[config.mk]
export PLATFORM = sky130hd
export DESIGN_NAME = cftr_regs
export DESIGN_NICKNAME = d
export VERILOG_FILES = /design/src/verilog/cftr_pkg.sv /design/src/verilog/cftr_track_if.sv /design/src/verilog/cftr_regs.sv /design/src/verilog/cftr_track.sv
export SDC_FILE = /design/constraint.sdc
export NUM_CORES = 1
export LEC_CHECK = 0
export BUFFER_PORTS_ARGS = -buffer_cell sky130_fd_sc_hd__buf_2
export CORE_ASPECT_RATIO = 0.75
export CORE_MARGIN = 5
export CORE_UTILIZATION = 55
export DETAILED_ROUTE_END_ITERATION = 16
export PLACE_DENSITY_LB_ADDON = 0.25
export SLEW_MARGIN = 20
export SYNTH_ARGS = -nofsm -noshare
export SYNTH_HDL_FRONTEND = slang
export SYNTH_SLANG_ARGS = --single-unit
[constraint.sdc]
create_clock -name core_clk -period 4.9 [get_ports core_clk]
set_input_delay 0 -clock core_clk [delete_from_list [all_inputs] [get_ports core_clk]]
set_output_delay 0 -clock core_clk [all_outputs]
set_load 0.05 [all_outputs]
[src/verilog/cftr_pkg.sv]
/*
  Constants for the charger feature and tracking register pair: offsets,
  field positions, values after reset, timing and sequencer states.
  Assumes a single 20 MHz core clock.
*/
`default_nettype none
package cftr_pkg;
  // Register offsets and values after reset
  localparam logic [7:0] FEAT_OFS  = 8'h14;
  localparam logic [7:0] TRACK_OFS = 8'h15;
  localparam logic [7:0] FEAT_RST  = 8'h16;
  localparam logic [7:0] TRACK_RST = 8'hAA;
  localparam logic [7:0] FEAT_RSVD_MASK = 8'h40;

  // Feature register field positions
  localparam int FEAT_FITTED = 7;
  localparam int FEAT_SENSE  = 5;
  localparam int FEAT_LIM_LO = 3;
  localparam int FEAT_INT    = 2;
  localparam int FEAT_EXT    = 1;
  localparam int FEAT_OC     = 0;

  // Tracking register field positions
  localparam int TRK_FRAC_LO = 5;
  localparam int TRK_DLY_LO  = 3;
  localparam int TRK_RATE_LO = 1;
  localparam int TRK_EN      = 0;

  // Fraction is (FRAC_BASE + code) / 16
  localparam logic [4:0] FRAC_BASE = 5'h09;

  // Timing: a millisecond tick drives all slow counters
  localparam int CLK_PERIOD_NS = 50;
  localparam int TICK_NS       = 1000000;
  localparam int TICK_CYCLES   = (TICK_NS + CLK_PERIOD_NS - 1) / CLK_PERIOD_NS;
  localparam logic [20:0] SETTLE_MS_0 = 21'h32;     // 50 ms
  localparam logic [20:0] SETTLE_MS_1 = 21'h12C;    // 300 ms
  localparam logic [20:0] SETTLE_MS_2 = 21'h7D0;    // 2 s
  localparam logic [20:0] SETTLE_MS_3 = 21'h1388;   // 5 s
  localparam logic [20:0] RATE_MS_0   = 21'h7530;   // 30 s
  localparam logic [20:0] RATE_MS_1   = 21'h1D4C0;  // 2 min
  localparam logic [20:0] RATE_MS_2   = 21'h927C0;  // 10 min
  localparam logic [20:0] RATE_MS_3   = 21'h1B7740; // 30 min

  // Tracking sequencer states
  typedef enum logic [3:0] {
    ST_RUN    = 4'b0001,
    ST_SETTLE = 4'b0010,
    ST_SAMPLE = 4'b0100,
    ST_UPDATE = 4'b1000
  } cftr_state_t;
endpackage
`default_nettype wire

[src/verilog/cftr_track_if.sv]
/*
  Carrier between the register bank and the tracking sequencer.
  Assumes both ends share core_clk.
*/
`default_nettype none
interface cftr_track_if;
  logic        enable;
  logic [2:0]  fraction;
  logic [1:0]  settle_sel;
  logic [1:0]  interval_sel;
  logic        converter_stop;
  logic        sample_req;
  logic        level_update;
  logic [15:0] level;
  modport regs (output enable, fraction, settle_sel, interval_sel,
                input converter_stop, sample_req, level_update, level);
  modport seq  (input enable, fraction, settle_sel, interval_sel,
                output converter_stop, sample_req, level_update, level);
endinterface
`default_nettype wire
[src/verilog/cftr_regs.sv]
/*
  Charger feature control and power point tracking control registers,
  with the tracking sequencer behind them.
  Assumes a synchronous byte-wide register port driven by the host
  interface logic, and one-cycle pulses for watchdog expiry and the
  register-reset command.
*/
// Functional notes
// - Feature register 0x14, reset 0x16, bit6 zero
// - Unfitted ship switch locks overcurrent, drive at zero
// - Fitted ship switch unlocks those fields
// - Sense enable off, cleared by watchdog and reset
// - Limit select 3A/4A/5A/off, resets to code 2
// - Internal current limit on, restored by both
// - External pin limit on, restored only by reset
// - Overcurrent protection off, cleared by both
// - Tracking register 0x15, reset 0xAA, all writable
// - Regulation level is sample times chosen fraction
// - Settle delay 50ms/300ms/2s/5s before sampling
// - Sample interval 30s/2min/10min/30min
// - Tracking enable bit, off by default
// - Tracking fields restored only by register reset
`default_nettype none
module cftr_regs #(
  parameter int TICK_CYC = cftr_pkg::TICK_CYCLES
) (
  input  wire logic        core_clk,
  input  wire logic        rst,
  input  wire logic        clk_en,
  input  wire logic        reg_wr,
  input  wire logic        reg_rd,
  input  wire logic [7:0]  reg_addr,
  input  wire logic [7:0]  reg_wdata,
  output var  logic [7:0]  reg_rdata,
  input  wire logic        wdog_expire,
  input  wire logic        reg_reset_cmd,
  input  wire logic [1:0]  ship_drive_req,
  input  wire logic [15:0] open_circuit_level,
  input  wire logic        open_circuit_valid,
  output var  logic        ship_switch_fitted,
  output var  logic [1:0]  ship_drive_ctrl,
  output var  logic        batt_discharge_overcurrent_en,
  output var  logic        batt_discharge_sense_en,
  output var  logic [1:0]  batt_discharge_limit_sel,
  output var  logic        internal_input_current_limit_en,
  output var  logic        external_input_current_limit_en,
  output var  logic        converter_stop,
  output var  logic        open_circuit_sample_req,
  output var  logic        level_update,
  output var  logic [15:0] input_voltage_regulation_level
);
  import cftr_pkg::*;

  logic [7:0] feat;
  logic [7:0] track;
  logic [7:0] next_feat;
  logic [7:0] next_track;
  logic [7:0] wr_feat;
  logic       wr_feat_sel;
  logic       wr_track_sel;
  logic       rd_feat_sel;
  logic       rd_track_sel;
  logic [7:0] feat_wdog;

  cftr_track_if tif ();

  //////////////////////////////////////////////////////////////////////
  // Address decode
  assign wr_feat_sel  = reg_wr && (reg_addr == FEAT_OFS);
  assign wr_track_sel = reg_wr && (reg_addr == TRACK_OFS);
  assign rd_feat_sel  = reg_rd && (reg_addr == FEAT_OFS);
  assign rd_track_sel = reg_rd && (reg_addr == TRACK_OFS);

  // Written value with reserved bit dropped and ship lock applied; the
  // lock follows the fitted bit in the same write so one write unlocks
  assign wr_feat = {reg_wdata[FEAT_FITTED], 1'b0,
                    reg_wdata[5:1],
                    reg_wdata[FEAT_FITTED] & reg_wdata[FEAT_OC]};

  // Watchdog restores all feature fields except fitted and external
  assign feat_wdog = {feat[FEAT_FITTED], 1'b0,
                      FEAT_RST[FEAT_SENSE],
                      FEAT_RST[FEAT_LIM_LO+1:FEAT_LIM_LO],
                      FEAT_RST[FEAT_INT],
                      feat[FEAT_EXT],
                      FEAT_RST[FEAT_OC]};

  // Priority: register reset, then watchdog, then host write
  assign next_feat  = reg_reset_cmd ? {feat[FEAT_FITTED], FEAT_RST[6:0]} :
                      wdog_expire   ? feat_wdog :
                      wr_feat_sel   ? wr_feat : feat;
  // Watchdog has no effect on the tracking register
  assign next_track = reg_reset_cmd ? TRACK_RST :
                      wr_track_sel  ? reg_wdata : track;

  //////////////////////////////////////////////////////////////////////
  // Register storage
  always_ff @(posedge core_clk or posedge rst) begin
    if (rst) begin
      feat  <= FEAT_RST;
      track <= TRACK_RST;
    end else if (clk_en) begin
      feat  <= next_feat;
      track <= next_track;
    end
  end

  // Read port; unmapped offsets read zero
  always_ff @(posedge core_clk or posedge rst) begin
    if (rst) begin
      reg_rdata <= '0;
    end else if (clk_en) begin
      reg_rdata <= rd_feat_sel  ? (feat & ~FEAT_RSVD_MASK) :
                   rd_track_sel ? track : 8'h00;
    end
  end

  // Ship drive follows the request only with a fitted switch
  always_ff @(posedge core_clk or posedge rst) begin
    if (rst) begin
      ship_drive_ctrl <= 2'h0;
    end else if (clk_en) begin
      ship_drive_ctrl <= next_feat[FEAT_FITTED] ? ship_drive_req
                                                : 2'h0;
    end
  end

  //////////////////////////////////////////////////////////////////////
  // Field outputs come straight from the register flops
  assign ship_switch_fitted              = feat[FEAT_FITTED];
  // Stored bit is already gated by the fitted bit at write time
  assign batt_discharge_overcurrent_en   = feat[FEAT_OC];
  assign batt_discharge_sense_en         = feat[FEAT_SENSE];
  assign batt_discharge_limit_sel        = feat[FEAT_LIM_LO+1:FEAT_LIM_LO];
  assign internal_input_current_limit_en = feat[FEAT_INT];
  assign external_input_current_limit_en = feat[FEAT_EXT];

  // Tracking configuration out, sequencer state back
  assign tif.enable       = track[TRK_EN];
  assign tif.fraction     = track[TRK_FRAC_LO+2:TRK_FRAC_LO];
  assign tif.settle_sel   = track[TRK_DLY_LO+1:TRK_DLY_LO];
  assign tif.interval_sel = track[TRK_RATE_LO+1:TRK_RATE_LO];
  assign converter_stop   = tif.converter_stop;
  assign open_circuit_sample_req        = tif.sample_req;
  assign level_update                   = tif.level_update;
  assign input_voltage_regulation_level = tif.level;

  cftr_track #(
    .TICK_CYC (TICK_CYC)
  ) u_track (
    .core_clk  (core_clk),
    .rst       (rst),
    .clk_en    (clk_en),
    .voc_level (open_circuit_level),
    .voc_valid (open_circuit_valid),
    .tif       (tif.seq)
  );
endmodule // cftr_regs
`default_nettype wire

[src/verilog/cftr_track.sv]
/*
  Open-circuit sampling sequencer for power point tracking.
  Assumes the measurement front end raises voc_valid for one cycle with
  the sampled level while sample_req is high.
*/
`default_nettype none
module cftr_track #(
  parameter int TICK_CYC = cftr_pkg::TICK_CYCLES
) (
  input  wire logic        core_clk,
  input  wire logic        rst,
  input  wire logic        clk_en,
  input  wire logic [15:0] voc_level,
  input  wire logic        voc_valid,
  cftr_track_if.seq        tif
);
  import cftr_pkg::*;

  cftr_state_t state;
  cftr_state_t next_state;
  logic [31:0] pre_cnt;
  logic [20:0] ms_cnt;
  logic [15:0] voc_hold;
  logic        tick;
  logic [20:0] settle_ms;
  logic [20:0] rate_ms;
  logic        ms_done;
  logic [20:0] lim_ms;
  logic [20:0] scaled;

  //////////////////////////////////////////////////////////////////////
  // Selection and decode
  assign tick      = (pre_cnt == 32'(TICK_CYC - 1));
  assign settle_ms = (tif.settle_sel == 2'h0) ? SETTLE_MS_0 :
                     (tif.settle_sel == 2'h1) ? SETTLE_MS_1 :
                     (tif.settle_sel == 2'h2) ? SETTLE_MS_2 : SETTLE_MS_3;
  assign rate_ms   = (tif.interval_sel == 2'h0) ? RATE_MS_0 :
                     (tif.interval_sel == 2'h1) ? RATE_MS_1 :
                     (tif.interval_sel == 2'h2) ? RATE_MS_2 : RATE_MS_3;
  assign lim_ms    = (state == ST_SETTLE) ? settle_ms : rate_ms;
  assign ms_done   = tick && (ms_cnt >= lim_ms - 21'h1);
  // Fraction steps of 1/16 above 9/16; product fits 21 bits
  assign scaled    = 21'(voc_hold) * 21'(FRAC_BASE + {2'h0, tif.fraction});

  // Next state: disabling tracking aborts and resumes switching
  always_comb begin
    next_state = state;
    if (!tif.enable) begin
      next_state = ST_RUN;
    end else begin
      unique case (state)
        ST_RUN:    if (ms_done) next_state = ST_SETTLE;
        ST_SETTLE: if (ms_done) next_state = ST_SAMPLE;
        ST_SAMPLE: if (voc_valid) next_state = ST_UPDATE;
        ST_UPDATE: next_state = ST_RUN;
      endcase
    end
  end

  //////////////////////////////////////////////////////////////////////
  // Millisecond prescaler and slow counter
  always_ff @(posedge core_clk or posedge rst) begin
    if (rst) begin
      pre_cnt <= '0;
      ms_cnt  <= '0;
    end else if (clk_en) begin
      pre_cnt <= tick ? '0 : pre_cnt + 32'h1;
      if (next_state != state || !tif.enable) ms_cnt <= '0;
      else if (tick) ms_cnt <= ms_cnt + 21'h1;
    end
  end

  // Sequencer and its outputs
  always_ff @(posedge core_clk or posedge rst) begin
    if (rst) begin
      state              <= ST_RUN;
      voc_hold           <= '0;
      tif.converter_stop <= 1'b0;
      tif.sample_req     <= 1'b0;
      tif.level_update   <= 1'b0;
      tif.level          <= '0;
    end else if (clk_en) begin
      state              <= next_state;
      tif.converter_stop <= (next_state != ST_RUN);
      tif.sample_req     <= (next_state == ST_SAMPLE);
      tif.level_update   <= (state == ST_UPDATE) && tif.enable;
      if (state == ST_SAMPLE && voc_valid) voc_hold <= voc_level;
      if (state == ST_UPDATE && tif.enable) begin
        tif.level <= scaled[19:4];
      end
    end
  end
endmodule // cftr_track
`default_nettype wire

# --- Word-level counts from Yosys, hierarchy flattened ---
# Cells that the tools add are included.
word_totals:
  register_bits: 117
  out_inout_bits: 36
classes:
  addsub: 4
  n_reduce_logical: 21
  magnitude_cmp: 1
  n_mul: 1
  bitwise_logic: 1
  n_eq_ne: 15
  n_mux: 23
ops:
  columns: ["operator", "n"]
  rows:
  - ["$mux W21", 8]
  - ["$mux W8", 7]
  - ["$add A32 B1 Y32 const B", 1]
  - ["$eq A32 B15 Y1 const B", 1]
  - ["$mux W32", 1]
  - ["$add A21 B1 Y21 const B", 1]
  - ["$ge A21 B21 Y1", 1]
  - ["$mul A16 B21 Y20", 1]
  - ["$sub A21 B1 Y21 const B", 1]
  - ["$eq A8 B5 Y1 const B", 2]
  - ["$mux W4", 4]
  - ["$pmux W4 S4", 1]
  - ["$mux W13", 1]
  - ["$reduce_and A2 Y1", 5]
  - ["$eq A4 B3 Y1 const B", 2]
  - ["$logic_and A1 B1 Y1", 7]
  - ["$reduce_bool A2 Y1", 3]
  - ["$add A4 B3 Y5 const A", 1]
  - ["$eq A2 B1 Y1 const B", 2]
  - ["$eq A2 B2 Y1 const B", 2]
  - ["$eq A4 B1 Y1 const B", 1]
  - ["$eq A4 B2 Y1 const B", 1]
  - ["$eq A4 B4 Y1 const B", 1]
  - ["$logic_not A2 Y1", 2]
  - ["9 further kinds", 9]

# --- Logic depth before layout (Yosys ltp) ---
logic_depth:
  word_depth: 15
  mapped_depth: 19
  mapped_depth_nobuf: 18

# --- Modules after synthesis ---
# Synthesis repeated with hierarchy kept, for this count alone.
unflattened:
  hier_cells: 879
  hier_area_um2: 8431.8
by_module_without_submodules:
  columns: ["module", "area_each_um2", "seq_area_each_um2", "n_inst", "cells_each"]
  rows:
  - ["cftr_track", 7243.2, 2303.5, 1, 778]
  - ["cftr_regs", 1188.6, 634.4, 1, 101]

# --- Least setup slack after synthesis ---
# No wires, ideal clock.
synth_path:
  path_kind: "flip-flop to flip-flop"
  start: "register track[5]"
  end: "register u_track.tif.level[13]"
  path_buffers: 1
  setup_slack_ps: 38
  setup_time_ps: 95
  period_less_slack_ps: 4862
  required_ps: 4805
  arrival_ps: 4767
  path_stages_with_launch: 19
  path_cell_list: "dfstp_2 ha_1 ha_1 clkbuf_1 nand2_1 fa_1 inv_1 fa_1 fa_1 ha_1 a21o_1 a22o_1 inv_1 a32oi_1 a31oi_1 o21ai_2 o21a_1 o21a_1 o31ai_1"
synth_between:
  elab_chain_len: 2
synth_rtl:
  columns: ["element", "line_no", "rtl"]
  rows:
  - ["start, declared", "cftr_regs.sv:55", "logic [7:0] track;"]
  - ["start signal, assigned", "cftr_regs.sv:104", "track <= next_track;"]
  - ["$add A4 B3 Y5", "cftr_track.sv:43", "assign scaled = 21'(voc_hold) * 21'(FRAC_BASE + {2'h0, tif.fraction});"]
  - ["$mul A16 B21 Y20", "cftr_track.sv:43", null]
  - ["end signal, assigned", "cftr_track.sv:89", "tif.level <= scaled[19:4];"]
  - ["end, declared", "cftr_track_if.sv:18", "output converter_stop, sample_req, level_update, level);"]
# No other way between the ends.
# A chain may end at the register's enable or synchronous reset.

# --- Final worst setup path ---
layout_path:
  start: "register track[5]"
  end: "register u_track.tif.level[15]"
# The elaborated chain is that of the path after synthesis.

==> metrics <==
first-iteration detailed-routing DRC count=418; Comb pwr share=12.6%; Post-synth top flop=dfrtp_1; top cells by count, synth=dfrtp_1 (109), nand2_1 (106), inv_1 (60), nor2_1 (60), ha_1 (57); top-area cell type share of the netlist area=33.1%; share of layout cells above drive strength 1=17.8%; Reg clk slew, reported paths=0.06 ns; CTS tree=built; die area=approximately 18000 um^2; async set or reset register ratio after synthesis=100%; Cells after DPL=1110; count leader, synth=dfrtp_1; Fmax achieved=roughly 210 MHz; CTS buffer count=17; initial antenna violation count=1; Detailed Route WL=about 19000 um; worst reg-to-reg path cell count=19; CP Depth=19; P_int=~2.0 mW; DP HPWL=13100 um; Critical Path Slowest Stage Cell=dfstp_2; Routed Antenna Nets=0; IO buf count=77; Crit path required time=between 5 and 6 ns; Slew @ Worst Pin=0.848 ns; status=finished, final reports clean; Final Slew Violations=0; CTS sink count=117; Buffers & Inverters on Critical Path=3; vias=6551; crit end category=flip-flop; WL per Instance=roughly 16 um; total number of yosys warnings=0; Clock Skew=0.00971 ns; Max VDD drop=0.220 mV; H-tree levels=4; Psw=about 0.76 mW; CP Class=flip-flop to flip-flop; min-delay worst type=primary input to flip-flop; area leader, netlist=dfrtp_1; Yosys reg bits=117; hold_ws=0.0501 ns; total grt overflow=0; core area=14500 um^2; Final setup viols=0; Critical Path Max Stage Delay=0.57 ns; vias in the first global route=around 6400; Place WS=0.102 ns; Slew headroom=43.3%; Initial DRT Pass Iterations=5; Nets=1100; Die W=151 um; CP dominant cell by count=ha_1; Layout area overhead=19.0%; Layout Utilization=67.3%; fin crit share=between 90% and 100%; first-pass GRT wire length=31600 um; Netlist cell types=67; Max FO, Critical Path=11; Sw Share=27.8%; Worst-Skew Late Latency=approximately 0.42 ns; post-route insts no fill=1175; CTS root buf=clkbuf_16; Hold Vio Cnt, Final=0; register area share after synthesis=35.7%; Post-synth EDFFs=0; largest net degree at the start of global routing=66; CP Launch Type=flip-flop; Max Cap Viol=0; Static Leak=5.06 nW; Placer Congestion=~0.85; Cells after Synth=847; total power=2.72 mW; Clock Tree Buf Depth=2; Arr. time, crit path=4.97 ns; Final WS setup=0.213 ns; Vias/cell=about 5.6; Netlist Area Pre-Place=8230 um^2; clock power share=48.6%; FP Rows=38; sequential power share=38.8%; Initial Util=56.6%; Top delay family on crit path=adder cells; Syn Area/Cell=slightly below 10 um^2; hold path cells=4; clock period minus worst slack=4.69 ns; PwrDens=approximately 280 nW/um^2; Die H=116 um; GRT Util Overall=22.6%; detailed-route DRC error count=0; Cell Chain, Critical Path=ha_1 > ha_2 > buf_4 > and2_1 > ha_1 > inv_1 > fa_1 > fa_1 > inv_1 > ha_1 > a21oi_1 > nor2b_1 > o21ai_1 > a32oi_1 > a31oi_2 > o211ai_1 > a31oi_1 > xnor2_1 > o21ai_0; Ports=78; top cells by area, synth=dfrtp_1 (33%), fa_1 (9.7%), ha_1 (8.7%)
==> routing by layer <==
metal	share of wire, %	global-route usage, %	vias up	wire (um)
met2	42	31.8	225	8110
met1	48	33.6	3126	9240
met4	2.5	9.06	0	480
met3	7.0	5.28	42	1350
met5	0	0	-	0
li1	-	-	3158	-
==> state kept, by name (all words and copies together) (netlist names) <==
register and flops:
track 8, reg_rdata 8, u_track.tif.level 16, u_track.voc_hold 16, ship_drive_ctrl 2, u_track.ms_cnt 21
u_track.pre_cnt 32, u_track.tif.converter_stop 1, u_track.tif.sample_req 1, u_track.state 4, feat 7, u_track.tif.level_update 1
==> power groups by stage <==
stage,clock network (mW),registers [mW],logic [mW]
5_1_grt,1.38,1.06,0.391
4_1_cts,1.33,1.06,0.337
3_3_place_gp,0,1.07,0.310
3_5_place_dp,0,1.07,0.314
6_report,1.32,1.06,0.342
2_1_floorplan,0,1.07,0.224
==> cell families (layout without fill, tap and decap cells) <==
family,after synthesis,after routing,share of synthesized area [%]
adders and majority gates,97,97,18.4
and+or+nand+nor,320,320,20.3
xor gates and xnor gates,47,47,5.00
buffers and inverters,84,210,3.95
other,1,3,0.0455
AOI/OAI and AO/OA,151,151,12.7
muxes,30,30,3.92
DFF,117,117,35.7
==> cell usage in the layout (no fill, tap or decap), drive strengths merged, types with 22 or more instances in the layout <==
cell / instances
dfrtp: 109
nor2: 63
xor2: 22
dlygate4sd3: 29
inv: 68
nand2: 106
a21o: 32
fa: 40
buf: 89
ha: 57
o21ai: 50
xnor2: 25
and2: 26
==> timing repair <==
| item | in CTS | in global routing |
|---|---|---|
| buffers inserted | 0 | 3 |
| endpoints found under the setup margin | 0 | 6 |
| resized for setup | 0 | 3 |
| hold endpoints to repair | 97 | 0 |
| hold buffers | 29 | 0 |
==> tightest hold or removal path: stages <==
cell and delay (ns):
buf_2 0.09, a31oi_1 0.13, o21ai_0 0.15, nand2_1 0.05
==> layout make-up <==
| type | count | area (um^2) |
|---|---|---|
| Inverter | 60 | 228 |
| Multi-Input combinational cell | 647 | 4990 |
| Antenna cell | 1 | 2.50 |
| Sequential cell | 117 | 2940 |
| Clock buffer | 17 | 425 |
| Fill cell | 1159 | 4750 |
| Tap cell | 200 | 250 |
| Timing Repair Buffer | 118 | 766 |
| Clock inverter | 15 | 191 |
==> stage by stage <==
stage / TNS [ns] / area, um^2
5_1_grt: -0.138 / 9790
3_3_place_gp: 0 / 8840
4_1_cts: 0 / 9750
3_5_place_dp: 0 / 8840
2_1_floorplan: 0 / 8240
6_report: 0 / 9790
==> path summary, 6_finish.rpt <==
kind                                           start               endpoint  slack, ns
worst max register to register              track[5]  u_track.tif.level[15]       0.21
min in group asynchronous                        rst   u_track.tif.level[9]       0.31
worst min register to register  u_track.tif.level[2]   u_track.tif.level[2]       0.47
max in group asynchronous                        rst     u_track.pre_cnt[2]       3.40
worst max-delay path                        track[5]  u_track.tif.level[15]       0.21
worst min-delay path                          reg_wr               track[0]       0.05
(Power assumes the default switching activity.)
